### src/usb_pipe_pkg.sv
package usb_pipe_pkg;
  localparam int CLK_HZ = 20_000_000;
  localparam int SUSPEND_IDLE_MS = 3;
  localparam int SUSPEND_CYCLES = SUSPEND_IDLE_MS * (CLK_HZ / 1000);
  localparam int WAKE_PULSE_US = 1000;
  localparam int WAKE_CYCLES = WAKE_PULSE_US * (CLK_HZ / 1_000_000);
  localparam int REBUILD_CYCLES = 4;
  localparam int NUM_EP = 8;
  localparam int ADDR_W = 8;
  localparam int DEPTH_W = 7;

  localparam logic [ADDR_W-1:0] ADDR_IN_EN = 8'h00;
  localparam logic [ADDR_W-1:0] ADDR_OUT_EN = 8'h04;
  localparam logic [ADDR_W-1:0] ADDR_SIZE_LO = 8'h08;
  localparam logic [ADDR_W-1:0] ADDR_SIZE_HI = 8'h0C;
  localparam logic [ADDR_W-1:0] ADDR_BUF_SEL = 8'h10;
  localparam logic [ADDR_W-1:0] ADDR_STATUS = 8'h14;
  localparam logic [ADDR_W-1:0] ADDR_CLK_CTRL = 8'h18;
  localparam logic [ADDR_W-1:0] ADDR_EP_FLAGS = 8'h1C;
  localparam logic [ADDR_W-1:0] ADDR_EP_IE = 8'h20;
  localparam logic [ADDR_W-1:0] ADDR_PIPE_SEL = 8'h24;
  localparam logic [2:0] PIPE_REGION = 3'h2;

  localparam int IN_REBUILD_BIT = 0;
  localparam int OUT_TOGGLE_BIT = 0;
  localparam logic [7:0] OUT_EN_MASK = 8'hF2;
  localparam int ST_BUS_IDLE_SLEEP_FLAG_BIT = 0;
  localparam int ST_RESUME_BIT = 1;
  localparam int ST_WAKE_BIT = 2;
  localparam int ST_RESET_BIT = 3;
  localparam int ST_INT_EN_BIT = 4;
  localparam int CK_GATE_BIT = 0;
  localparam int CK_DEEP_BIT = 1;
  localparam int PS_REQ_BIT = 4;
  localparam int PS_BUSY_BIT = 5;

  localparam logic [7:0] REG_RESET = 8'h00;
  localparam logic [DEPTH_W-1:0] DEPTH_BASE_BYTES = 7'h08;
  localparam logic [1:0] RESP_OKAY = 2'h0;
  localparam logic [1:0] RESP_SLVERR = 2'h2;

  typedef enum {LINK_ACTIVE, LINK_SUSPENDED} link_state_e;
endpackage : usb_pipe_pkg

### src/usb_endpoint_fifo_and_suspend_ctrl.sv
// Notes on behaviour
// - bits 7..1 enable endpoint input pipes
// - rebuild bit reconfigures pipes, then self-clears
// - output pipe enables at bits 1, 4..7
// - toggle select picks DATA0/DATA1 first, alternating
// - two-bit depth code: 8,16,32,64 bytes
// - endpoints 2,3 input single or double buffer
// - eight byte-wide pipe registers, no reset value
// - idle over 3 ms: suspend, flag, interrupt
// - deeper sleep select lowers suspend current
// - host resume sets resume flag, raises interrupt
// - leaving suspend clears deeper sleep and resume
// - remote wake bit sends wake pulse
// - interrupt pulse on suspend, resume, reset, access
// - access flag interrupts only when pipe, enable set
// - suspend and resume bypass per-source enables
// - suspend and resume flags read-only to software
// - service needs module, global, related enables, stack
//
// The address map and the AXI4-Lite slave port are this design's own decisions.
`timescale 1ns/1ps
module usb_endpoint_fifo_and_suspend_ctrl #(
  parameter int SUSPEND_CYCLES_P = usb_pipe_pkg::SUSPEND_CYCLES,
  parameter int WAKE_CYCLES_P = usb_pipe_pkg::WAKE_CYCLES
) (
  input wire logic aclk,
  input wire logic aresetn,
  input wire logic [usb_pipe_pkg::ADDR_W-1:0] s_axi_awaddr,
  input wire logic s_axi_awvalid,
  output logic s_axi_awready,
  input wire logic [31:0] s_axi_wdata,
  input wire logic [3:0] s_axi_wstrb,
  input wire logic s_axi_wvalid,
  output logic s_axi_wready,
  output logic [1:0] s_axi_bresp,
  output logic s_axi_bvalid,
  input wire logic s_axi_bready,
  input wire logic [usb_pipe_pkg::ADDR_W-1:0] s_axi_araddr,
  input wire logic s_axi_arvalid,
  output logic s_axi_arready,
  output logic [31:0] s_axi_rdata,
  output logic [1:0] s_axi_rresp,
  output logic s_axi_rvalid,
  input wire logic s_axi_rready,
  input wire logic bus_activity_pin,
  input wire logic host_resume_pin,
  input wire logic bus_reset_pin,
  input wire logic [7:0] ep_access_strobe,
  input wire logic [7:0] packet_done,
  input wire logic rx_valid,
  input wire logic [2:0] rx_ep,
  input wire logic [7:0] rx_data,
  input wire logic mcu_global_int_en,
  input wire logic mcu_usb_int_en,
  input wire logic mcu_stack_full,
  output logic usb_clock_enable,
  output logic deep_suspend_active,
  output logic remote_wake_drive,
  output logic usb_irq_pulse,
  output logic usb_irq_service,
  output logic [7:0] in_pipe_active,
  output logic [7:0] out_pipe_active,
  output logic [13:0] ep_depth_code,
  output logic [48:0] ep_depth_bytes,
  output logic [1:0] in_double_buffer,
  output logic layout_busy,
  output logic [7:0] data_toggle,
  output logic fifo_request,
  output logic [2:0] fifo_select,
  output logic tx_valid,
  output logic [2:0] tx_ep,
  output logic [7:0] tx_data
);
  import usb_pipe_pkg::*;

  localparam int WAKE_W = $clog2(WAKE_CYCLES_P + 1);
  localparam int REB_W = $clog2(REBUILD_CYCLES + 1);

  // configuration registers
  logic [7:1] in_en_reg;
  logic pipe_layout_rebuild_reg;
  logic [REB_W-1:0] rebuild_cnt_reg;
  logic [7:0] out_en_reg;
  logic [7:2] size_lo_reg;
  logic [7:0] size_hi_reg;
  logic [3:0] buf_sel_reg;
  logic [7:0] act_in_reg;
  logic [7:0] act_out_reg;
  logic [13:0] act_size_reg;
  logic [1:0] act_dbl_reg;
  // status and control
  link_state_e state_reg;
  logic bus_idle_sleep_flag_reg;
  logic resume_flag_reg;
  logic bus_reset_flag_reg;
  logic usb_int_en_reg;
  logic usb_clock_gate_reg;
  logic deeper_sleep_select_reg;
  logic [WAKE_W-1:0] wake_cnt_reg;
  logic wake_drive_reg;
  logic [7:0] ep_flag_reg;
  logic [7:0] ep_ie_reg;
  logic [2:0] pipe_sel_reg;
  logic request_reg;
  logic [7:0] toggle_reg;
  logic [7:0] pipe_reg [NUM_EP];
  logic irq_reg;
  logic tx_valid_reg;
  logic [2:0] tx_ep_reg;
  logic [7:0] tx_data_reg;
  // pin synchronisers: meta stage feeds only the sync stage
  logic [2:0] pin_meta_reg;
  logic [2:0] pin_sync_reg;
  logic reset_prev_reg;
  // bus slave
  logic aw_hold_reg;
  logic w_hold_reg;
  logic [ADDR_W-1:0] awaddr_reg;
  logic [7:0] wdata_reg;
  logic wstrb0_reg;
  logic bvalid_reg;
  logic [1:0] bresp_reg;
  logic rvalid_reg;
  logic [31:0] rdata_reg;
  logic [1:0] rresp_reg;

  logic act_sync;
  logic resume_sync;
  logic reset_sync;
  logic idle_expired;
  logic wr_fire;
  logic wr_en;
  logic [31:0] rd_word;
  logic bus_idle_sleep_flag_set;
  logic resume_set;
  logic leave_suspend;
  logic reset_rise;
  logic req_start;
  logic [7:0] ep_pipe_on;
  logic [7:0] ep_irq_hit;
  logic [7:0] ep_flag_clear;

  function automatic logic addr_mapped(input logic [ADDR_W-1:0] a);
    logic hit;
    hit = (a[1:0] == 2'h0) && ((a <= ADDR_PIPE_SEL) || (a[7:5] == PIPE_REGION));
    return hit;
  endfunction : addr_mapped

  function automatic logic is_pipe(input logic [ADDR_W-1:0] a);
    logic hit;
    hit = (a[1:0] == 2'h0) && (a[7:5] == PIPE_REGION);
    return hit;
  endfunction : is_pipe

  assign act_sync = pin_sync_reg[0];
  assign resume_sync = pin_sync_reg[1];
  assign reset_sync = pin_sync_reg[2];

  always_ff @(posedge aclk) begin
    if (!aresetn) begin
      pin_meta_reg <= 3'h0;
      pin_sync_reg <= 3'h0;
      reset_prev_reg <= 1'b0;
    end else begin
      pin_meta_reg <= {bus_reset_pin, host_resume_pin, bus_activity_pin};
      pin_sync_reg <= pin_meta_reg;
      reset_prev_reg <= reset_sync;
    end
  end

  // AXI4-Lite write path: address and data taken in either order
  assign s_axi_awready = !aw_hold_reg && !bvalid_reg;
  assign s_axi_wready = !w_hold_reg && !bvalid_reg;
  assign s_axi_bvalid = bvalid_reg;
  assign s_axi_bresp = bresp_reg;
  assign wr_fire = aw_hold_reg && w_hold_reg && !bvalid_reg;
  assign wr_en = wr_fire && wstrb0_reg && addr_mapped(awaddr_reg);

  always_ff @(posedge aclk) begin
    if (!aresetn) begin
      aw_hold_reg <= 1'b0;
      w_hold_reg <= 1'b0;
      awaddr_reg <= '0;
      wdata_reg <= 8'h00;
      wstrb0_reg <= 1'b0;
      bvalid_reg <= 1'b0;
      bresp_reg <= RESP_OKAY;
    end else begin
      if (s_axi_awvalid && s_axi_awready) begin
        aw_hold_reg <= 1'b1;
        awaddr_reg <= s_axi_awaddr;
      end
      if (s_axi_wvalid && s_axi_wready) begin
        w_hold_reg <= 1'b1;
        wdata_reg <= s_axi_wdata[7:0];
        wstrb0_reg <= s_axi_wstrb[0];
      end
      if (wr_fire) begin
        aw_hold_reg <= 1'b0;
        w_hold_reg <= 1'b0;
        bvalid_reg <= 1'b1;
        bresp_reg <= addr_mapped(awaddr_reg) ? RESP_OKAY : RESP_SLVERR;
      end else if (bvalid_reg && s_axi_bready) begin
        bvalid_reg <= 1'b0;
      end
    end
  end

  // AXI4-Lite read path
  assign s_axi_arready = !rvalid_reg;
  assign s_axi_rvalid = rvalid_reg;
  assign s_axi_rdata = rdata_reg;
  assign s_axi_rresp = rresp_reg;

  always_comb begin
    rd_word = 32'h0000_0000;
    case (s_axi_araddr)
      ADDR_IN_EN: rd_word = {24'h00_0000, in_en_reg, pipe_layout_rebuild_reg};
      ADDR_OUT_EN: rd_word = {24'h00_0000, out_en_reg};
      ADDR_SIZE_LO: rd_word = {24'h00_0000, size_lo_reg, 2'h0};
      ADDR_SIZE_HI: rd_word = {24'h00_0000, size_hi_reg};
      ADDR_BUF_SEL: rd_word = {28'h000_0000, buf_sel_reg};
      ADDR_STATUS: rd_word = {27'h000_0000, usb_int_en_reg, bus_reset_flag_reg, wake_drive_reg,
                              resume_flag_reg, bus_idle_sleep_flag_reg};
      ADDR_CLK_CTRL: rd_word = {30'h0000_0000, deeper_sleep_select_reg, usb_clock_gate_reg};
      ADDR_EP_FLAGS: rd_word = {24'h00_0000, ep_flag_reg};
      ADDR_EP_IE: rd_word = {24'h00_0000, ep_ie_reg};
      ADDR_PIPE_SEL: rd_word = {26'h000_0000, pipe_layout_rebuild_reg, request_reg, 1'b0, pipe_sel_reg};
      default: begin
        if (is_pipe(s_axi_araddr)) begin
          rd_word = {24'h00_0000, pipe_reg[s_axi_araddr[4:2]]};
        end
      end
    endcase
  end

  always_ff @(posedge aclk) begin
    if (!aresetn) begin
      rvalid_reg <= 1'b0;
      rdata_reg <= 32'h0000_0000;
      rresp_reg <= RESP_OKAY;
    end else if (s_axi_arvalid && s_axi_arready) begin
      rvalid_reg <= 1'b1;
      rdata_reg <= rd_word;
      rresp_reg <= addr_mapped(s_axi_araddr) ? RESP_OKAY : RESP_SLVERR;
    end else if (rvalid_reg && s_axi_rready) begin
      rvalid_reg <= 1'b0;
    end
  end

  // pipe configuration registers, all zero after reset
  always_ff @(posedge aclk) begin
    if (!aresetn) begin
      in_en_reg <= 7'h00;
      out_en_reg <= REG_RESET;
      size_lo_reg <= 6'h00;
      size_hi_reg <= REG_RESET;
      buf_sel_reg <= 4'h0;
      ep_ie_reg <= REG_RESET;
      pipe_sel_reg <= 3'h0;
      request_reg <= 1'b0;
    end else if (wr_en) begin
      case (awaddr_reg)
        ADDR_IN_EN: in_en_reg <= wdata_reg[7:1];
        ADDR_OUT_EN: out_en_reg <= wdata_reg;
        ADDR_SIZE_LO: size_lo_reg <= wdata_reg[7:2];
        ADDR_SIZE_HI: size_hi_reg <= wdata_reg;
        ADDR_BUF_SEL: buf_sel_reg <= wdata_reg[3:0];
        ADDR_EP_IE: ep_ie_reg <= wdata_reg;
        ADDR_PIPE_SEL: begin
          pipe_sel_reg <= wdata_reg[2:0];
          request_reg <= wdata_reg[PS_REQ_BIT];
        end
        default: ;
      endcase
    end
  end

  // rebuild: self-clearing, applies the layout after a short settle
  always_ff @(posedge aclk) begin
    if (!aresetn) begin
      pipe_layout_rebuild_reg <= 1'b0;
      rebuild_cnt_reg <= '0;
      act_in_reg <= REG_RESET;
      act_out_reg <= REG_RESET;
      act_size_reg <= 14'h0000;
      act_dbl_reg <= 2'h0;
    end else if (wr_en && awaddr_reg == ADDR_IN_EN && wdata_reg[IN_REBUILD_BIT]) begin
      pipe_layout_rebuild_reg <= 1'b1;
      rebuild_cnt_reg <= REB_W'(REBUILD_CYCLES - 1);
    end else if (pipe_layout_rebuild_reg) begin
      if (rebuild_cnt_reg == '0) begin
        pipe_layout_rebuild_reg <= 1'b0;
        act_in_reg <= {in_en_reg, 1'b0};
        act_out_reg <= out_en_reg & OUT_EN_MASK;
        act_size_reg <= {size_hi_reg, size_lo_reg};
        act_dbl_reg <= {buf_sel_reg[2], buf_sel_reg[0]};
      end else begin
        rebuild_cnt_reg <= rebuild_cnt_reg - REB_W'(1);
      end
    end
  end

  assign in_pipe_active = act_in_reg;
  assign out_pipe_active = act_out_reg;
  assign ep_depth_code = act_size_reg;
  assign in_double_buffer = act_dbl_reg;
  assign layout_busy = pipe_layout_rebuild_reg;
  assign fifo_request = request_reg;
  assign fifo_select = pipe_sel_reg;
  assign data_toggle = toggle_reg;
  assign req_start = wr_en && awaddr_reg == ADDR_PIPE_SEL && wdata_reg[PS_REQ_BIT] && !request_reg;
  assign ep_flag_clear = (wr_en && awaddr_reg == ADDR_EP_FLAGS) ? wdata_reg : 8'h00;

  genvar gi;
  generate
    for (gi = 1; gi < NUM_EP; gi++) begin : g_depth
      assign ep_depth_bytes[(gi-1)*DEPTH_W +: DEPTH_W] =
        DEPTH_BASE_BYTES << act_size_reg[(gi-1)*2 +: 2];
    end
    for (gi = 0; gi < NUM_EP; gi++) begin : g_ep
      assign ep_pipe_on[gi] = (gi == 0) || act_in_reg[gi] || act_out_reg[gi];
      assign ep_irq_hit[gi] = ep_access_strobe[gi] && ep_pipe_on[gi] && ep_ie_reg[gi];

      always_ff @(posedge aclk) begin
        if (!aresetn) begin
          ep_flag_reg[gi] <= 1'b0;
        end else if (ep_access_strobe[gi]) begin
          ep_flag_reg[gi] <= 1'b1;
        end else if (ep_flag_clear[gi]) begin
          ep_flag_reg[gi] <= 1'b0;
        end
      end

      always_ff @(posedge aclk) begin
        if (!aresetn) begin
          toggle_reg[gi] <= 1'b0;
        end else if (req_start && wdata_reg[2:0] == 3'(gi)) begin
          toggle_reg[gi] <= out_en_reg[OUT_TOGGLE_BIT];
        end else if (packet_done[gi]) begin
          toggle_reg[gi] <= !toggle_reg[gi];
        end
      end
    end
  endgenerate

  // data pipes hold no reset value; receive side wins a same-cycle clash
  always_ff @(posedge aclk) begin
    if (rx_valid) begin
      pipe_reg[rx_ep] <= rx_data;
    end else if (wr_en && is_pipe(awaddr_reg)) begin
      pipe_reg[awaddr_reg[4:2]] <= wdata_reg;
    end
  end

  always_ff @(posedge aclk) begin
    if (!aresetn) begin
      tx_valid_reg <= 1'b0;
      tx_ep_reg <= 3'h0;
      tx_data_reg <= 8'h00;
    end else begin
      tx_valid_reg <= wr_en && is_pipe(awaddr_reg);
      if (wr_en && is_pipe(awaddr_reg)) begin
        tx_ep_reg <= awaddr_reg[4:2];
        tx_data_reg <= wdata_reg;
      end
    end
  end

  assign tx_valid = tx_valid_reg;
  assign tx_ep = tx_ep_reg;
  assign tx_data = tx_data_reg;

  // suspend detection
  bus_idle_timer #(
    .IDLE_CYCLES(SUSPEND_CYCLES_P)
  ) u_idle (
    .aclk(aclk),
    .aresetn(aresetn),
    .run(state_reg == LINK_ACTIVE),
    .activity(act_sync),
    .expired(idle_expired)
  );

  assign bus_idle_sleep_flag_set = state_reg == LINK_ACTIVE && idle_expired;
  assign resume_set = state_reg == LINK_SUSPENDED && resume_sync && !resume_flag_reg;
  assign leave_suspend = state_reg == LINK_SUSPENDED && resume_flag_reg && usb_clock_gate_reg &&
                         act_sync && !resume_sync;
  assign reset_rise = reset_sync && !reset_prev_reg;

  // flags set and cleared by the link engine only
  always_ff @(posedge aclk) begin
    if (!aresetn) begin
      state_reg <= LINK_ACTIVE;
      bus_idle_sleep_flag_reg <= 1'b0;
      resume_flag_reg <= 1'b0;
    end else begin
      unique case (state_reg)
        LINK_ACTIVE: begin
          if (bus_idle_sleep_flag_set) begin
            state_reg <= LINK_SUSPENDED;
            bus_idle_sleep_flag_reg <= 1'b1;
          end
        end
        LINK_SUSPENDED: begin
          if (resume_set) begin
            resume_flag_reg <= 1'b1;
          end else if (leave_suspend) begin
            state_reg <= LINK_ACTIVE;
            bus_idle_sleep_flag_reg <= 1'b0;
            resume_flag_reg <= 1'b0;
          end
        end
      endcase
    end
  end

  always_ff @(posedge aclk) begin
    if (!aresetn) begin
      usb_clock_gate_reg <= 1'b0;
      deeper_sleep_select_reg <= 1'b0;
    end else begin
      if (wr_en && awaddr_reg == ADDR_CLK_CTRL) begin
        usb_clock_gate_reg <= wdata_reg[CK_GATE_BIT];
        deeper_sleep_select_reg <= wdata_reg[CK_DEEP_BIT];
      end
      // leaving suspend wins over a same-cycle write
      if (leave_suspend) begin
        deeper_sleep_select_reg <= 1'b0;
      end
    end
  end

  assign usb_clock_enable = usb_clock_gate_reg;
  assign deep_suspend_active = bus_idle_sleep_flag_reg && deeper_sleep_select_reg;

  // status control: wake pulse, reset flag, module interrupt enable
  always_ff @(posedge aclk) begin
    if (!aresetn) begin
      wake_cnt_reg <= '0;
      wake_drive_reg <= 1'b0;
      bus_reset_flag_reg <= 1'b0;
      usb_int_en_reg <= 1'b0;
    end else begin
      if (wr_en && awaddr_reg == ADDR_STATUS && wdata_reg[ST_WAKE_BIT] && !wake_drive_reg) begin
        wake_cnt_reg <= WAKE_W'(WAKE_CYCLES_P - 1);
        wake_drive_reg <= 1'b1;
      end else if (wake_cnt_reg != '0) begin
        wake_cnt_reg <= wake_cnt_reg - WAKE_W'(1);
      end else begin
        wake_drive_reg <= 1'b0;
      end
      if (reset_rise) begin
        bus_reset_flag_reg <= 1'b1;
      end else if (wr_en && awaddr_reg == ADDR_STATUS && wdata_reg[ST_RESET_BIT]) begin
        bus_reset_flag_reg <= 1'b0;
      end
      if (wr_en && awaddr_reg == ADDR_STATUS) begin
        usb_int_en_reg <= wdata_reg[ST_INT_EN_BIT];
      end
    end
  end

  assign remote_wake_drive = wake_drive_reg;

  always_ff @(posedge aclk) begin
    if (!aresetn) begin
      irq_reg <= 1'b0;
    end else begin
      irq_reg <= bus_idle_sleep_flag_set || resume_set || reset_rise || (|ep_irq_hit);
    end
  end

  assign usb_irq_pulse = irq_reg;
  assign usb_irq_service = irq_reg && usb_int_en_reg && mcu_global_int_en && mcu_usb_int_en &&
                           !mcu_stack_full;
endmodule : usb_endpoint_fifo_and_suspend_ctrl

### src/bus_idle_timer.sv
`timescale 1ns/1ps
module bus_idle_timer #(
  parameter int IDLE_CYCLES = 60000
) (
  input wire logic aclk,
  input wire logic aresetn,
  input wire logic run,
  input wire logic activity,
  output logic expired
);
  localparam int CNT_W = $clog2(IDLE_CYCLES + 1);
  localparam logic [CNT_W-1:0] LAST = CNT_W'(IDLE_CYCLES - 1);
  localparam logic [CNT_W-1:0] DONE = CNT_W'(IDLE_CYCLES);

  logic [CNT_W-1:0] count_reg;

  // restart on any activity, fire once after a full idle span
  always_ff @(posedge aclk) begin
    if (!aresetn) begin
      count_reg <= '0;
      expired <= 1'b0;
    end else begin
      expired <= 1'b0;
      if (!run || activity) begin
        count_reg <= '0;
      end else if (count_reg == LAST) begin
        count_reg <= DONE;
        expired <= 1'b1;
      end else if (count_reg != DONE) begin
        count_reg <= count_reg + CNT_W'(1);
      end
    end
  end
endmodule : bus_idle_timer

### config.mk
export PLATFORM = sky130hd
export DESIGN_NAME = usb_endpoint_fifo_and_suspend_ctrl
export DESIGN_NICKNAME = d
export VERILOG_FILES = /design/src/usb_pipe_pkg.sv /design/src/usb_endpoint_fifo_and_suspend_ctrl.sv /design/src/bus_idle_timer.sv
export SDC_FILE = /design/constraint.sdc
export NUM_CORES = 1
export LEC_CHECK = 0
export ABC_AREA = 1
export BUFFER_PORTS_ARGS = -buffer_cell sky130_fd_sc_hd__buf_2
export CAP_MARGIN = 30
export CORE_ASPECT_RATIO = 0.5
export CORE_MARGIN = 2
export CORE_UTILIZATION = 40
export DETAILED_ROUTE_END_ITERATION = 10
export SLEW_MARGIN = 30
export SYNTH_ARGS = -nofsm -noshare
export SYNTH_HDL_FRONTEND = slang
export SYNTH_SLANG_ARGS = --single-unit
export TNS_END_PERCENT = 5
### constraint.sdc
create_clock -name aclk -period 3.6 [get_ports aclk]
set_input_delay 0 -clock aclk [delete_from_list [all_inputs] [get_ports aclk]]
set_output_delay 0 -clock aclk [all_outputs]
set_load 0.005 [all_outputs]
### Yosys cells after proc, flatten, opt, wreduce, memory -nomap -nowiden

Memories as Yosys holds them, arrays and structs flattened.
Cells that the tools add are included.

* register bits: 241
* RAM bits: 64
* word-level logic and storage cells: 331
* memories: 1

Memories
* pipe_reg: depth 8, bits a word 8, rd ports 1, clocked after memory_dff 0, wr ports 1, line usb_endpoint_fifo_and_suspend_ctrl.sv:106 `logic [7:0] pipe_reg [NUM_EP];`

* add/subtract/negate cells: 3
* order comparisons: 2
* equal/unequal tests: 36
* shift-type cells: 7
* mux-type cells: 73
* bitwise logic cells: 3
* reduce and logical (&&, ||, !) cells: 145

Operator list (number)
* 32-bit two-way mux: 3
* 8-bit one-hot mux with 10 select lines: 1
* 8-bit by 5-bit equality test with 1-bit output, second input constant: 8
* 32-bit zero test: 2
* 32-bit one-hot mux with 2 select lines: 1
* 1-bit logical AND: 63
* 1-bit two-way mux: 54
* 4-bit by 2-bit left shift with 7-bit output, first input constant: 7
* 2-bit nonzero test: 23
* 32-bit by 1-bit equality test with 1-bit output, second input constant: 1
* 32-bit by 2-bit equality test with 1-bit output, second input constant: 1
* 8-bit by 4-bit equality test with 1-bit output, second input constant: 4
* 8-bit by 6-bit equality test with 1-bit output, second input constant: 4
* 16-bit two-way mux: 2
* 15-bit two-way mux: 2
* 8-bit two-way mux: 3
* 2-bit AND reduction: 10
* 1-bit zero test: 19
* 16-bit by 1-bit adder with 16-bit output, second input constant: 1
* 16-bit equality test, second input constant: 1
* 8-bit by 3-bit equality test with 1-bit output, second input constant: 2
* 8-bit by 6-bit <= comparator with 1-bit output, second input constant: 2
* 8-bit zero test: 2
* 16-bit != test, second input constant: 1
* 18 further kinds: 52

### Depth between registers and ports, before layout

Gate-level depths: netlist of run 1.

* depth in word-level cells: 10
* depth in mapped cells: 15
* gate-level depth less buffers: 12

### Cells and area by module

Synthesis of run 1 repeated with hierarchy kept, for this count alone.

* cell total of the unflattened synthesis: 1495
* area total of the unflattened synthesis: 11483.5 µm²

By module, submodules not included
* usb_endpoint_fifo_and_suspend_ctrl: instances 1, cells an instance 1342, area each 10497.6 µm², seq. area each 5245.0 µm²
* bus_idle_timer: instances 1, cells an instance 153, area each 985.9 µm², seq. area each 340.3 µm²

### Worst setup path after synthesis of run 1

Ideal clock, no wire load.

* path type: reg-to-reg
* start: register awaddr_reg[3]
* end: memory pipe_reg[1][0] (enable)
* library setup time: 0.370 ns
* arrival time: 1.850 ns
* data required time: 3.230 ns
* slack: 1.380 ns
* stages on the path, launching flop included: 15
* period minus slack after synthesis: 2.220 ns
* cells stage by stage: dfxtp_1 inv_2 nand2_1 nor2_2 nand2_2 nand3_4 nand3_4 buf_6 inv_2 nand3_1 buf_4 nand2_1 nand2_1 nand2_1 nor2_1

* cells in the longest elaborated chain, start to end: 10
* elaborated cells between the ends (all ways): 11
* classes of those cells: order compare: 1; mux: 5; reduce/logical: 5

RTL lines
* start, declared: line usb_endpoint_fifo_and_suspend_ctrl.sv:118 `logic [ADDR_W-1:0] awaddr_reg;`
* start signal, assigned: line usb_endpoint_fifo_and_suspend_ctrl.sv:191 `awaddr_reg <= s_axi_awaddr;`
* 8-bit by 6-bit <= comparator with 1-bit output: line usb_endpoint_fifo_and_suspend_ctrl.sv:145 `hit = (a[1:0] == 2'h0) && ((a <= ADDR_PIPE_SEL) || (a[7:5] == PIPE_REGION));`
* 1-bit logical OR: line usb_endpoint_fifo_and_suspend_ctrl.sv:145
* 1-bit logical AND: line usb_endpoint_fifo_and_suspend_ctrl.sv:145
* 1-bit logical AND: line usb_endpoint_fifo_and_suspend_ctrl.sv:177 `assign wr_en = wr_fire && wstrb0_reg && addr_mapped(awaddr_reg);`
* 1-bit logical AND: line usb_endpoint_fifo_and_suspend_ctrl.sv:351 `end else if (wr_en && is_pipe(awaddr_reg)) begin`
* 1-bit two-way mux: line usb_endpoint_fifo_and_suspend_ctrl.sv:351
* 1-bit two-way mux: line usb_endpoint_fifo_and_suspend_ctrl.sv:349 `if (rx_valid) begin`
* 1-bit two-way mux (not written as such): line usb_endpoint_fifo_and_suspend_ctrl.sv:352 `pipe_reg[awaddr_reg[4:2]] <= wdata_reg;`
* 8-bit OR reduction (no line)
* 3-bit two-way mux (no line) or 1-bit two-way mux (tied branches)
* end, declared: line usb_endpoint_fifo_and_suspend_ctrl.sv:106

Parallel ways exist; a longest one is shown, timed or not.

### Final worst setup path of run 1

* start: register awaddr_reg[2]
* end: memory pipe_reg[0][6] (enable)

The elaborated chain is that of the path after synthesis.

==> results of run 1 <==
## worst register-to-register path, stage by stage, from the launching register on
cell,delay [ns]
sky130_fd_sc_hd__dfxtp_1,0.49
sky130_fd_sc_hd__nand2_1,0.11
sky130_fd_sc_hd__nor2_2,0.17
sky130_fd_sc_hd__nand2_2,0.10
sky130_fd_sc_hd__nand3_4,0.13
sky130_fd_sc_hd__nand3_4,0.20
sky130_fd_sc_hd__inv_2,0.11
sky130_fd_sc_hd__nand3_1,0.17
sky130_fd_sc_hd__nand2_1,0.13
sky130_fd_sc_hd__nand3_1,0.19
sky130_fd_sc_hd__nor2_1,0.69
## cell usage after synthesis, drive strengths merged (14+ instances only)
cell type / number
nor3: 29
clkbuf: 32
dfxtp: 183
xor2: 14
o22ai: 20
nand3: 77
inv: 169
nor2: 241
o21ai: 90
nand4: 30
nand2: 258
a21oi: 125
edfxtp: 64
buf: 70
## kinds of logic after synthesis
| kind of cell | Yosys count |
|---|---|
| adders and majority gates | 5 |
| and+or+nand+nor | 645 |
| other | 1 |
| AOI/OAI and AO/OA | 260 |
| DFF | 247 |
| xor gates and xnor gates | 24 |
| buffers and inverters | 276 |
## power groups by stage
stage               logic [mW]  registers [mW]  clock network [mW]
floorplan                0.627            3.10                   0
global placement         0.792            3.12                   0
detailed placement       0.815            3.13                   0
CTS                      0.891            3.07                2.60
global route              1.01            3.08                2.72
finish                   0.895            3.07                2.56
## path summary, 6_finish.rpt
check,cells past startpoint,slack [ns],end
setup / recovery,10,0.76,pipe_reg[0][6]
hold / removal,3,0.05,pipe_reg[5][6]
setup reg to reg,10,0.76,pipe_reg[0][6]
hold reg to reg,2,0.41,pin_sync_reg[1]
## layer usage
| metal | up-vias | track usage [%] | wire length, µm |
|---|---|---|---|
| met5 | - | 0 | 0 |
| met4 | 0 | 5.09 | 662 |
| met3 | 54 | 3.76 | 2770 |
| met2 | 393 | 35.6 | 15100 |
| met1 | 4897 | 30.4 | 14800 |
| li1 | 5106 | - | - |
## cell type report
| class | instances | area (µm²) | area share [%] |
|---|---|---|---|
| Timing Repair Buffer | 253 | 1670 | 12.1 |
| Sequential cell | 247 | 5590 | 40.4 |
| Inverter | 174 | 653 | 4.72 |
| Multi-Input combinational cell | 985 | 4670 | 33.7 |
| Tap cell | 382 | 478 | 3.45 |
| Clock buffer | 33 | 686 | 4.95 |
| Clock inverter | 11 | 105 | 0.759 |
## through the flow
step           utilization [%]  power, mW
6_report                  49.9       6.53
5_1_grt                   49.9       6.82
4_1_cts                   49.9       6.56
3_5_place_dp              44.4       3.94
3_3_place_gp              44.4       3.92
2_1_floorplan                -       3.72
==> summary.md, run 1 <==
Synth
* **share of synthesized cell area in full adder, half adder and majority cells** 0.552%
* **fraction of registers with async set or reset after synthesis** 0%
* **simple logic cell fraction of the synthesized area** 24.5%
* **cell accounting for the most synthesized area** sky130_fd_sc_hd__dfxtp_1
* **post-synthesis instance area** 11300 µm²
* **number of flops mapped to enable cells by yosys** 64
* **count of different cell masters after synthesis** 46
* **Synth top area share** 32.3%
* **main combinational cell family by area after synthesis** simple AND/OR/NAND/NOR gates
* **dominant register cell in the synthesized netlist** sky130_fd_sc_hd__dfxtp_1
* **sequential cell area fraction in the yosys report** 49.3%
* **largest cells by area after synthesis** sky130_fd_sc_hd__dfxtp_1 32%, sky130_fd_sc_hd__edfxtp_1 17%, sky130_fd_sc_hd__nand2_1 8.5%
* **mux contribution to synthesized area** 0%
* **average cell area after synthesis** 7.77 µm²
* **xor and xnor fraction of the mapped netlist area** 1.85%
* **Synth warnings** 0
* **number of standard cells after synthesis** 1458
* **flops & latches, synth** 247
* **compound-cell area share of the yosys netlist** 12.5%

Power and ir drop
* **Clk pwr share** 39.3%
* **Internal** 4.79 mW
* **Switch Pwr** 1.74 mW
* **ratio of total power to cell area** 472 nW/µm²
* **Leak** 5.93 nW
* **worst-case vdd ir drop** 0.256 mV
* **part of the total power dissipated in sequential elements** 47.0%
* **logic gate share of total power** 13.7%
* **net switching share of the total power** 26.6%

CTS
* **number of buffers inserted to repair setup after CTS** 0
* **hold buffer count at CTS** 73
* **count of instances resized after the clock tree is built** 0
* **clk_lat worst skew** 0.53 ns
* **CTS sink count** 247
* **CTS tree** done
* **Longest Clk Path Bufs** 3
* **CTS Buf Count** 24
* **clock edge transition at the registers on the reported setup and hold paths** 0.06 ns
* **number of H-tree levels** 1
* **library cell used as clock root buffer** sky130_fd_sc_hd__clkbuf_16

Cells and area
* **flip-flop count of the largest register, all copies and words added** 64
* **area added between synthesis and finish** 22.1%
* **count of fill cells added during filler insertion** 2734
* **share of cells above drive strength 1** 14.6%
* **antenna diode count** 0
* **top library cells by usage in the layout, fill and taps aside** 257 x sky130_fd_sc_hd__nand2_1, 230 x sky130_fd_sc_hd__nor2_1, 183 x sky130_fd_sc_hd__dfxtp_1
* **Non-Filler Instances** 2085
* **summed area of non-filler cells in the final layout** 13800 µm²
* **most common cell after layout, fill and taps aside** sky130_fd_sc_hd__nand2_1
* **fin nets** 1783

Drt
* **detail-routed net length per standard cell** 16.0 µm
* **post-DR vias/cell** 5.01
* **first-pass iteration count of the detailed router** 5
* **Iteration-0 DRC Markers** 851
* **total wire length** 33300 µm
* **post-route antenna net violation count** 0
* **DRC errors left** 0
* **via count of the routed design** 10500

Placement
* **dpl cell area** 12300 µm²
* **pre-CTS setup slack** 0.760 ns
* **count of port buffers added during placement** 166
* **weighted congestion at the end of routability-driven global placement** 0.915
* **placed wire-length estimate** 23700 µm
* **placed cell count** 1968

Worst setup path
* **CP cell instances** nand2_1, nor2_2, nand2_2, nand3_4, nand3_4, inv_2, nand3_1, nand2_1, nand3_1, nor2_1
* **Critical Path Source Type** flop
* **delay of the slowest critical-path stage** 0.68 ns
* **Worst setup EP type** flop
* **source of the worst register-to-register timing path** awaddr_reg[2]
* **buffers and inverters on the worst path** 1
* **peak fanout along the critical path** 11
* **Data arrival, critical path** 3.00 ns
* **slowest stage cell, crit path** sky130_fd_sc_hd__nor2_1
* **critical path class** flop to flop
* **delay-heaviest family, CP** simple AND/OR/NAND/NOR gates
* **data required time at the worst endpoint** 3.76 ns
* **launching element of the worst setup path** awaddr_reg[2]

STA
* **setup repair after global routing missed its margin** false
* **crit path time final** 2.84 ns
* **total negative slack** 0 ns
* **Max Fclk** 352 MHz
* **setup skew after layout** 0.0226 ns
* **worst hold margin** 0.0477 ns
* **final critical-path setup slack** 0.760 ns
* **worst relative slew slack** 41.1%
* **fin. max-slew vios** 0
* **final critical-path share of the clock period** 78.9%
* **count of endpoints failing hold in the final timing report** 0
* **final setup violation count** 0
* **transition at the pin with the smallest max-transition slack** 0.881 ns

Die
* **Core Footprint** 27800 µm²
* **Die Y** 123 µm
* **Rows** 43
* **top-level I/O count** 245
* **DIE AREA** 29800 µm²
* **width of the chip** 242 µm
* **Initial Utilization** 40.8%

Worst hold path
* **Worst Hold Launch** rx_data[6]
* **class of the worst hold path** input port to flop

Global route
* **wire length of the first global-routing pass** 51000 µm
* **via count of the first global-routing pass** 9488
* **number of antenna violations at the first check in global routing** 0
* **aggregate global-route resource usage** 21.8%
* **maximum number of pins on one net before global-route repair** 83
* **aggregate global routing overflow** 0

Flow run
* **number of max-cap violations** 0

Run status
* **outcome** finished clean

Note: power is estimated with default switching activity, not from simulation.
==> inputs of run 2 (changes only) <==
==> constraint.sdc (replaced) <==
create_clock -name aclk -period 2.6 [get_ports aclk]
set_input_delay 0 -clock aclk [delete_from_list [all_inputs] [get_ports aclk]]
set_output_delay 0 -clock aclk [all_outputs]
set_load 0.005 [all_outputs]
==> run 2 against run 1 <==
Compared with the run above:
- sequential power increased by 38%
- power grew 35%
- critical path depth is 2 higher
- largest cell class unchanged
==> summary.md, run 2 (synthesis gave the netlist of run 1 again) <==
CTS
* **CTS sink count** 247, unchanged
* **number of H-tree levels** 1, unchanged
* **clk_lat worst skew** 0.52 ns, was 0.53 ns
* **CTS tree** done, unchanged
* **number of buffers inserted to repair setup after CTS** 0, unchanged
* **Longest Clk Path Bufs** 3, unchanged
* **library cell used as clock root buffer** sky130_fd_sc_hd__clkbuf_16, unchanged
* **clock edge transition at the registers on the reported setup and hold paths** 0.07 ns, was 0.06 ns
* **CTS Buf Count** 23, was 24

Flow run
* **number of max-cap violations** 0, unchanged

Drt
* **detail-routed net length per standard cell** 16.1 µm, was 16.0 µm
* **post-route antenna net violation count** 0, unchanged
* **first-pass iteration count of the detailed router** 5, unchanged
* **Iteration-0 DRC Markers** 997, was 851
* **via count of the routed design** 10500, about the same
* **post-DR vias/cell** 5.07, was 5.01
* **DRC errors left** 0, unchanged
* **total wire length** 33400 µm, was 33300 µm

Run status
* **outcome** finished clean, unchanged

Power and ir drop
* **Switch Pwr** 2.36 mW, was 1.74 mW
* **Leak** 5.91 nW, was 5.93 nW
* **logic gate share of total power** 14.1%, was 13.7%
* **part of the total power dissipated in sequential elements** 48.0%, was 47.0%
* **net switching share of the total power** 26.7%, was 26.6%
* **Power Total** 8.83 mW, was 6.53 mW
* **Clk pwr share** 37.9%, was 39.3%
* **Internal** 6.47 mW, was 4.79 mW
* **ratio of total power to cell area** 645 nW/µm², was 472 nW/µm²
* **worst-case vdd ir drop** 0.413 mV, was 0.256 mV

Worst setup path
* **slowest stage cell, crit path** sky130_fd_sc_hd__dlygate4sd3_1, was sky130_fd_sc_hd__nor2_1
* **data required time at the worst endpoint** 3.06 ns, was 3.76 ns
* **peak fanout along the critical path** 17, was 11
* **Worst setup EP type** flop, unchanged
* **Critical Path Source Type** flop, unchanged
* **CP cell instances** inv_2, nand2_1, nor2_2, nand2_2, inv_1, nand4_4, nor2_4, nand3_1, nand2_1, inv_1, nor2_1, dlygate4sd3_1, was nand2_1, nor2_2, nand2_2, nand3_4, nand3_4, inv_2, nand3_1, nand2_1, nand3_1, nor2_1
* **reg2reg setup slack** 0.19 ns, was 0.76 ns
* **Data arrival, critical path** 2.88 ns, was 3.00 ns
* **critical path class** flop to flop, unchanged
* **delay of the slowest critical-path stage** 0.57 ns, was 0.68 ns

STA
* **transition at the pin with the smallest max-transition slack** 0.868 ns, was 0.881 ns
* **worst relative slew slack** 41.5%, was 41.1%
* **fin. max-slew vios** 0, unchanged
* **crit path time final** 2.41 ns, was 2.84 ns
* **Max Fclk** 414 MHz, was 352 MHz
* **total negative slack** 0 ns, unchanged
* **final setup violation count** 0, unchanged
* **count of endpoints failing hold in the final timing report** 0, unchanged
* **final critical-path share of the clock period** 92.8%, was 78.9%
* **setup skew after layout** 0.0124 ns, was 0.0226 ns

Cells and area
* **antenna diode count** 0, unchanged
* **most common cell after layout, fill and taps aside** sky130_fd_sc_hd__nand2_1, unchanged
* **count of fill cells added during filler insertion** 2723, was 2734
* **share of cells above drive strength 1** 15.5%, was 14.6%
* **area added between synthesis and finish** 20.9%, was 22.1%
* **top library cells by usage in the layout, fill and taps aside** 257 x sky130_fd_sc_hd__nand2_1, 231 x sky130_fd_sc_hd__nor2_1, 183 x sky130_fd_sc_hd__dfxtp_1, was 257 x sky130_fd_sc_hd__nand2_1, 230 x sky130_fd_sc_hd__nor2_1, 183 x sky130_fd_sc_hd__dfxtp_1
* **Non-Filler Instances** 2075, was 2085
* **fin nets** 1778, was 1783
* **post-layout utilization of the core** 49.3%, was 49.9%
* **flip-flop count of the largest register, all copies and words added** 64, unchanged

Die
* **top-level I/O count** 245, unchanged
* **Core Footprint** 27800 µm², unchanged
* **width of the chip** 242 µm, unchanged
* **Rows** 43, unchanged
* **DIE AREA** 29800 µm², unchanged
* **Die Y** 123 µm, unchanged
* **Initial Utilization** 40.8%, unchanged

Global route
* **number of antenna violations at the first check in global routing** 0, unchanged
* **wire length of the first global-routing pass** 51100 µm, was 51000 µm
* **aggregate global routing overflow** 0, unchanged
* **maximum number of pins on one net before global-route repair** 60, was 83
* **via count of the first global-routing pass** 9689, was 9488
* **aggregate global-route resource usage** 21.8%, about the same

Placement
* **placed wire-length estimate** 24200 µm, was 23700 µm
* **count of port buffers added during placement** 166, unchanged
* **weighted congestion at the end of routability-driven global placement** 0.929, was 0.915
* **placed cell count** 1987, was 1968

Worst hold path
* **class of the worst hold path** input port to flop, unchanged

[run 2: cell types whose count changed in the layout (fill, tap and decap cells not counted), sizes merged]
cell | before | now
dlygate4sd3 | 73 | 50
buf | 180 | 199
clkinv | 12 | 8
clkbuf | 33 | 32
clkinvlp | 1 | 0
[run 2: final cells by class]
class	instances	area [µm²]	area share, %
clock buffers	32	631	4.60
clock inverters	6	86.3	0.630
inverters	174	653	4.77
multi-input cells	985	4670	34.1
flip-flops and latches	247	5590	40.8
well taps	382	478	3.49
repair buffers	249	1600	11.7
[run 2: path summary, 6_finish.rpt]
check,from,endpoint,depth (start not counted)
worst max-delay path,awaddr_reg[3],data_toggle[7],12
worst min-delay path,s_axi_araddr[7],s_axi_rresp[1],5
worst max register to register,awaddr_reg[3],data_toggle[7],12
worst min register to register,pin_meta_reg[2],pin_sync_reg[2],2
[run 2: worst max-delay path, delay by kind of cell, from the launching register on]
family / cells / cell delay, ns
DFF: 1 / 0.37
and+or+nand+nor: 8 / 1.14
buffers and inverters: 4 / 0.84
[run 2: per-layer routing]
layer,global-route usage (%),vias to the layer above,routed length (µm)
met3,3.28,53,2750
met1,30.2,4932,14700
li1,-,5099,-
met5,0,-,0
met2,35.7,434,15200
met4,6.06,0,767
[run 2: power by group through the flow]
stage	combinational (mW)	clock [mW]	sequential [mW]
after floorplan	0.868	0	4.29
after global placement	1.13	0	4.32
after detailed placement	1.16	0	4.32
after CTS	1.23	3.41	4.24
after global routing	1.40	3.55	4.26
final	1.24	3.35	4.24
[run 2: metrics by stage]
stage | hold WS, ns | setup WS [ns] | instance area [µm²]
global route | 0.0636 | -0.000294 | 13700
global placement | 0.183 | 0.249 | 12500
finish | 0.0489 | 0.186 | 13700
CTS | 0.0188 | 0.0336 | 13700
floorplan | 0.0311 | 0.380 | 11500
detailed placement | 0.186 | 0.0505 | 12500
[run 2: timing repair]
item | in CTS | in global routing
setup endpoints to repair | 0 | 17
gates resized for setup | 0 | 2
hold endpoints to repair | 48 | 0
hold buffers | 50 | 0
==> inputs of run 3 (changes only) <==
--- a/config.mk
+++ b/config.mk
@@ -15,5 +15,6 @@
 export SLEW_MARGIN = 30
 export SYNTH_ARGS = -nofsm -noshare
 export SYNTH_HDL_FRONTEND = slang
+export SYNTH_HIERARCHICAL = 1
 export SYNTH_SLANG_ARGS = --single-unit
 export TNS_END_PERCENT = 5
==> run 3 against run 2 <==
Compared with the run above:
- final area up 1.2%
- non-clock buffer count down 3
- clock-buffer cell count down 1
- register-to-register slack better by 0.09 ns
- power up 3.3%
- combinational power up 9%
- wire length down 1.1%
- sequential power up 0.9%
- utilization up 0.21 points
- critical endpoint is now pipe_reg[1][6]
- worst hold slack worse by 0.037 ns
==> summary.md, run 3 <==
Cells and area
* **count of fill cells added during filler insertion** 2776, was 2723
* **antenna diode count** 0, unchanged
* **area added between synthesis and finish** 20.7%, was 20.9%
* **most common cell after layout, fill and taps aside** sky130_fd_sc_hd__nand2_1, unchanged
* **top library cells by usage in the layout, fill and taps aside** 303 x sky130_fd_sc_hd__nand2_1, 202 x sky130_fd_sc_hd__nor2_1, 183 x sky130_fd_sc_hd__dfxtp_1, was 257 x sky130_fd_sc_hd__nand2_1, 231 x sky130_fd_sc_hd__nor2_1, 183 x sky130_fd_sc_hd__dfxtp_1
* **share of cells above drive strength 1** 15.4%, was 15.5%
* **fin nets** 1811, was 1778
* **flip-flop count of the largest register, all copies and words added** 64, unchanged

Die
* **DIE AREA** 30200 µm², was 29800 µm²
* **Initial Utilization** 41.0%, was 40.8%
* **width of the chip** 244 µm, was 242 µm
* **Core Footprint** 28000 µm², was 27800 µm²
* **Rows** 43, unchanged
* **top-level I/O count** 245, unchanged
* **Die Y** 124 µm, was 123 µm

STA
* **worst relative slew slack** 40.7%, was 41.5%
* **count of endpoints failing hold in the final timing report** 0, unchanged
* **transition at the pin with the smallest max-transition slack** 0.881 ns, was 0.868 ns
* **Max Fclk** 430 MHz, was 414 MHz
* **setup skew after layout** 0.0170 ns, was 0.0124 ns
* **final setup violation count** 0, unchanged
* **crit path time final** 2.32 ns, was 2.41 ns
* **fin. max-slew vios** 0, unchanged
* **final critical-path share of the clock period** 89.4%, was 92.8%
* **total negative slack** 0 ns, unchanged
* **worst hold margin** 0.0120 ns, was 0.0489 ns
* **setup repair after global routing missed its margin** false

Synth
* **post-synthesis instance area** 11500 µm², was 11300 µm²
* **most instantiated cells after synthesis** 303 x sky130_fd_sc_hd__nand2_1, 202 x sky130_fd_sc_hd__nor2_1, 183 x sky130_fd_sc_hd__dfxtp_1, was 257 x sky130_fd_sc_hd__nand2_1, 231 x sky130_fd_sc_hd__nor2_1, 183 x sky130_fd_sc_hd__dfxtp_1
* **dominant register cell in the synthesized netlist** sky130_fd_sc_hd__dfxtp_1, unchanged
* **main combinational cell family by area after synthesis** simple AND/OR/NAND/NOR gates, unchanged
* **cell accounting for the most synthesized area** sky130_fd_sc_hd__dfxtp_1, unchanged
* **most common cell in the netlist** sky130_fd_sc_hd__nand2_1, unchanged
* **fraction of registers with async set or reset after synthesis** 0%, unchanged
* **average cell area after synthesis** 7.68 µm², was 7.77 µm²
* **share of synthesized cell area in full adder, half adder and majority cells** 0.545%, was 0.552%
* **compound-cell area share of the yosys netlist** 13.0%, was 12.5%
* **simple logic cell fraction of the synthesized area** 25.4%, was 24.5%
* **xor and xnor fraction of the mapped netlist area** 1.53%, was 1.85%
* **largest cells by area after synthesis** sky130_fd_sc_hd__dfxtp_1 32%, sky130_fd_sc_hd__edfxtp_1 17%, sky130_fd_sc_hd__nand2_1 9.9%, was sky130_fd_sc_hd__dfxtp_1 32%, sky130_fd_sc_hd__edfxtp_1 17%, sky130_fd_sc_hd__nand2_1 8.5%
* **count of different cell masters after synthesis** 47, was 46
* **mux contribution to synthesized area** 0%, unchanged
* **sequential cell area fraction in the yosys report** 48.6%, was 49.3%
* **flops & latches, synth** 247, unchanged
* **Synth top area share** 31.9%, was 32.3%
* **number of standard cells after synthesis** 1495, was 1458
* **number of flops mapped to enable cells by yosys** 64, unchanged
* **Synth warnings** 6, was 0

Worst setup path
* **peak fanout along the critical path** 8, was 17
* **delay-heaviest family, CP** simple AND/OR/NAND/NOR gates, unchanged
* **Data arrival, critical path** 2.55 ns, was 2.88 ns
* **slowest stage cell, crit path** sky130_fd_sc_hd__dfxtp_1, was sky130_fd_sc_hd__dlygate4sd3_1
* **cell type with the highest occurrence count on the critical path** sky130_fd_sc_hd__nand2_1
* **buffers and inverters on the worst path** 2, was 4
* **reg2reg setup slack** 0.28 ns, was 0.19 ns
* **data required time at the worst endpoint** 2.82 ns, was 3.06 ns
* **CP cell instances** inv_2, nand2_1, nor2_2, nand2_2, nand3_4, nand4_1, nor2_2, nand2_1, nand2_1, nand2_1, nor2_1, buf_4, was inv_2, nand2_1, nor2_2, nand2_2, inv_1, nand4_4, nor2_4, nand3_1, nand2_1, inv_1, nor2_1, dlygate4sd3_1
* **Worst setup EP type** flop, unchanged
* **critical path class** flop to flop, unchanged
* **delay of the slowest critical-path stage** 0.34 ns, was 0.57 ns
* **Critical Path Source Type** flop, unchanged

Placement
* **weighted congestion at the end of routability-driven global placement** 0.872, was 0.929
* **count of port buffers added during placement** 166, unchanged
* **placed wire-length estimate** 23400 µm, was 24200 µm

CTS
* **number of H-tree levels** 1, unchanged
* **CTS sink count** 247, unchanged
* **library cell used as clock root buffer** sky130_fd_sc_hd__clkbuf_16, unchanged
* **CTS tree** done, unchanged
* **Longest Clk Path Bufs** 3, unchanged
* **number of buffers inserted to repair setup after CTS** 0, unchanged
* **clock edge transition at the registers on the reported setup and hold paths** 0.07 ns, about the same
* **clk_lat worst skew** 0.52 ns, about the same
* **CTS Buf Count** 23, unchanged

Global route
* **aggregate global routing overflow** 0, unchanged
* **aggregate global-route resource usage** 21.6%, was 21.8%
* **number of antenna violations at the first check in global routing** 0, unchanged
* **via count of the first global-routing pass** 9173, was 9689
* **wire length of the first global-routing pass** 51000 µm, was 51100 µm
* **maximum number of pins on one net before global-route repair** 60, unchanged

Drt
* **post-DR vias/cell** 4.91, was 5.07
* **post-route antenna net violation count** 0, unchanged
* **detail-routed net length per standard cell** 15.7 µm, was 16.1 µm
* **first-pass iteration count of the detailed router** 7, was 5
* **Iteration-0 DRC Markers** 811, was 997
* **total wire length** 33100 µm, was 33400 µm
* **DRC errors left** 0, unchanged
* **via count of the routed design** 10300, was 10500

Power and ir drop
* **Clk pwr share** 38.3%, was 37.9%
* **net switching share of the total power** 26.8%, was 26.7%
* **part of the total power dissipated in sequential elements** 46.9%, was 48.0%
* **Internal** 6.68 mW, was 6.47 mW
* **worst-case vdd ir drop** 0.391 mV, was 0.413 mV
* **Switch Pwr** 2.44 mW, was 2.36 mW
* **Leak** 5.91 nW, about the same
* **logic gate share of total power** 14.8%, was 14.1%
* **ratio of total power to cell area** 658 nW/µm², was 645 nW/µm²

Worst hold path
* **class of the worst hold path** input port to flop, unchanged

Run status
* **outcome** finished clean, unchanged

Flow run
* **number of max-cap violations** 0, unchanged

## run 3: cell count changes after synthesis, sizes merged, moves of 3 or more
cell / delta
a31oi: -3
nand2: +51
nand3: +15
xor2: -3
a21oi: +19
nor2: -27
inv: -3
o22ai: -8
o211ai: +6
nor3: -10
nand4: +3
## run 3: metrics by stage
stage / setup slack, ns / instance area (µm²) / instances / util (%) / total power, mW
finish: 0.275 / 13900 / 2108 / 49.6 / 9.13
global placement: 0.287 / 12600 / 2020 / 45.1 / 5.63
global route: 0.0527 / 13900 / 2108 / 49.6 / 9.57
floorplan: 0.458 / 11700 / 1545 / - / 5.32
CTS: 0.225 / 13900 / 2108 / 49.6 / 9.18
detailed placement: 0.252 / 12600 / 2020 / 45.1 / 5.64
## run 3: cell families after synthesis
logic type               Yosys count
AO/OA/AOI/OAI                    274
XOR/XNOR                          20
adder cells (fa/ha/maj)            5
buffers and inverters            273
flip-flops                       247
other                              1
AND/OR/NAND/NOR                  675
## run 3: worst paths after layout
path,end,start,depth (start not counted)
setup / recovery,pipe_reg[1][6],awaddr_reg[4],12
hold / removal,pipe_reg[0][2],rx_data[2],3
setup reg to reg,pipe_reg[1][6],awaddr_reg[4],12
hold reg to reg,pin_sync_reg[0],pin_meta_reg[0],2
## run 3: power by group through the flow
| stage | clock network [mW] | logic, mW | registers, mW |
|---|---|---|---|
| after floorplan | 0 | 1.01 | 4.31 |
| after global placement | 0 | 1.27 | 4.37 |
| after detailed placement | 0 | 1.28 | 4.36 |
| after CTS | 3.56 | 1.35 | 4.28 |
| after global routing | 3.72 | 1.54 | 4.30 |
| final | 3.49 | 1.35 | 4.28 |
## run 3: final cells by class
type,count,area (µm²),area share [%]
Sequential cell,247,5590,40.3
Multi-Input combinational cell,1025,4840,34.9
Timing Repair Buffer,246,1570,11.3
Inverter,170,638,4.60
Clock buffer,31,616,4.44
Tap cell,382,478,3.45
Clock inverter,7,134,0.966
## run 3: worst min-delay path: stages
cell,delay (ns)
sky130_fd_sc_hd__buf_2,0.11
sky130_fd_sc_hd__nand2_1,0.05
sky130_fd_sc_hd__o21ai_1,0.16
## run 3: timing repair
item | CTS | global route
gates resized for setup | 0 | 1
endpoints found under the setup margin | 0 | 8
hold endpoints to repair | 86 | 0
hold buffers | 50 | 0
## run 3: routing by layer
layer  vias to the layer above  GRT usage, %  part of all wire, %
li1                       5225             -                    -
met1                      4782          29.9                   46
met2                       286          35.1                   46
met3                        52          4.14                  5.7
met4                         0          5.49                  2.4
met5                         -             0                    0
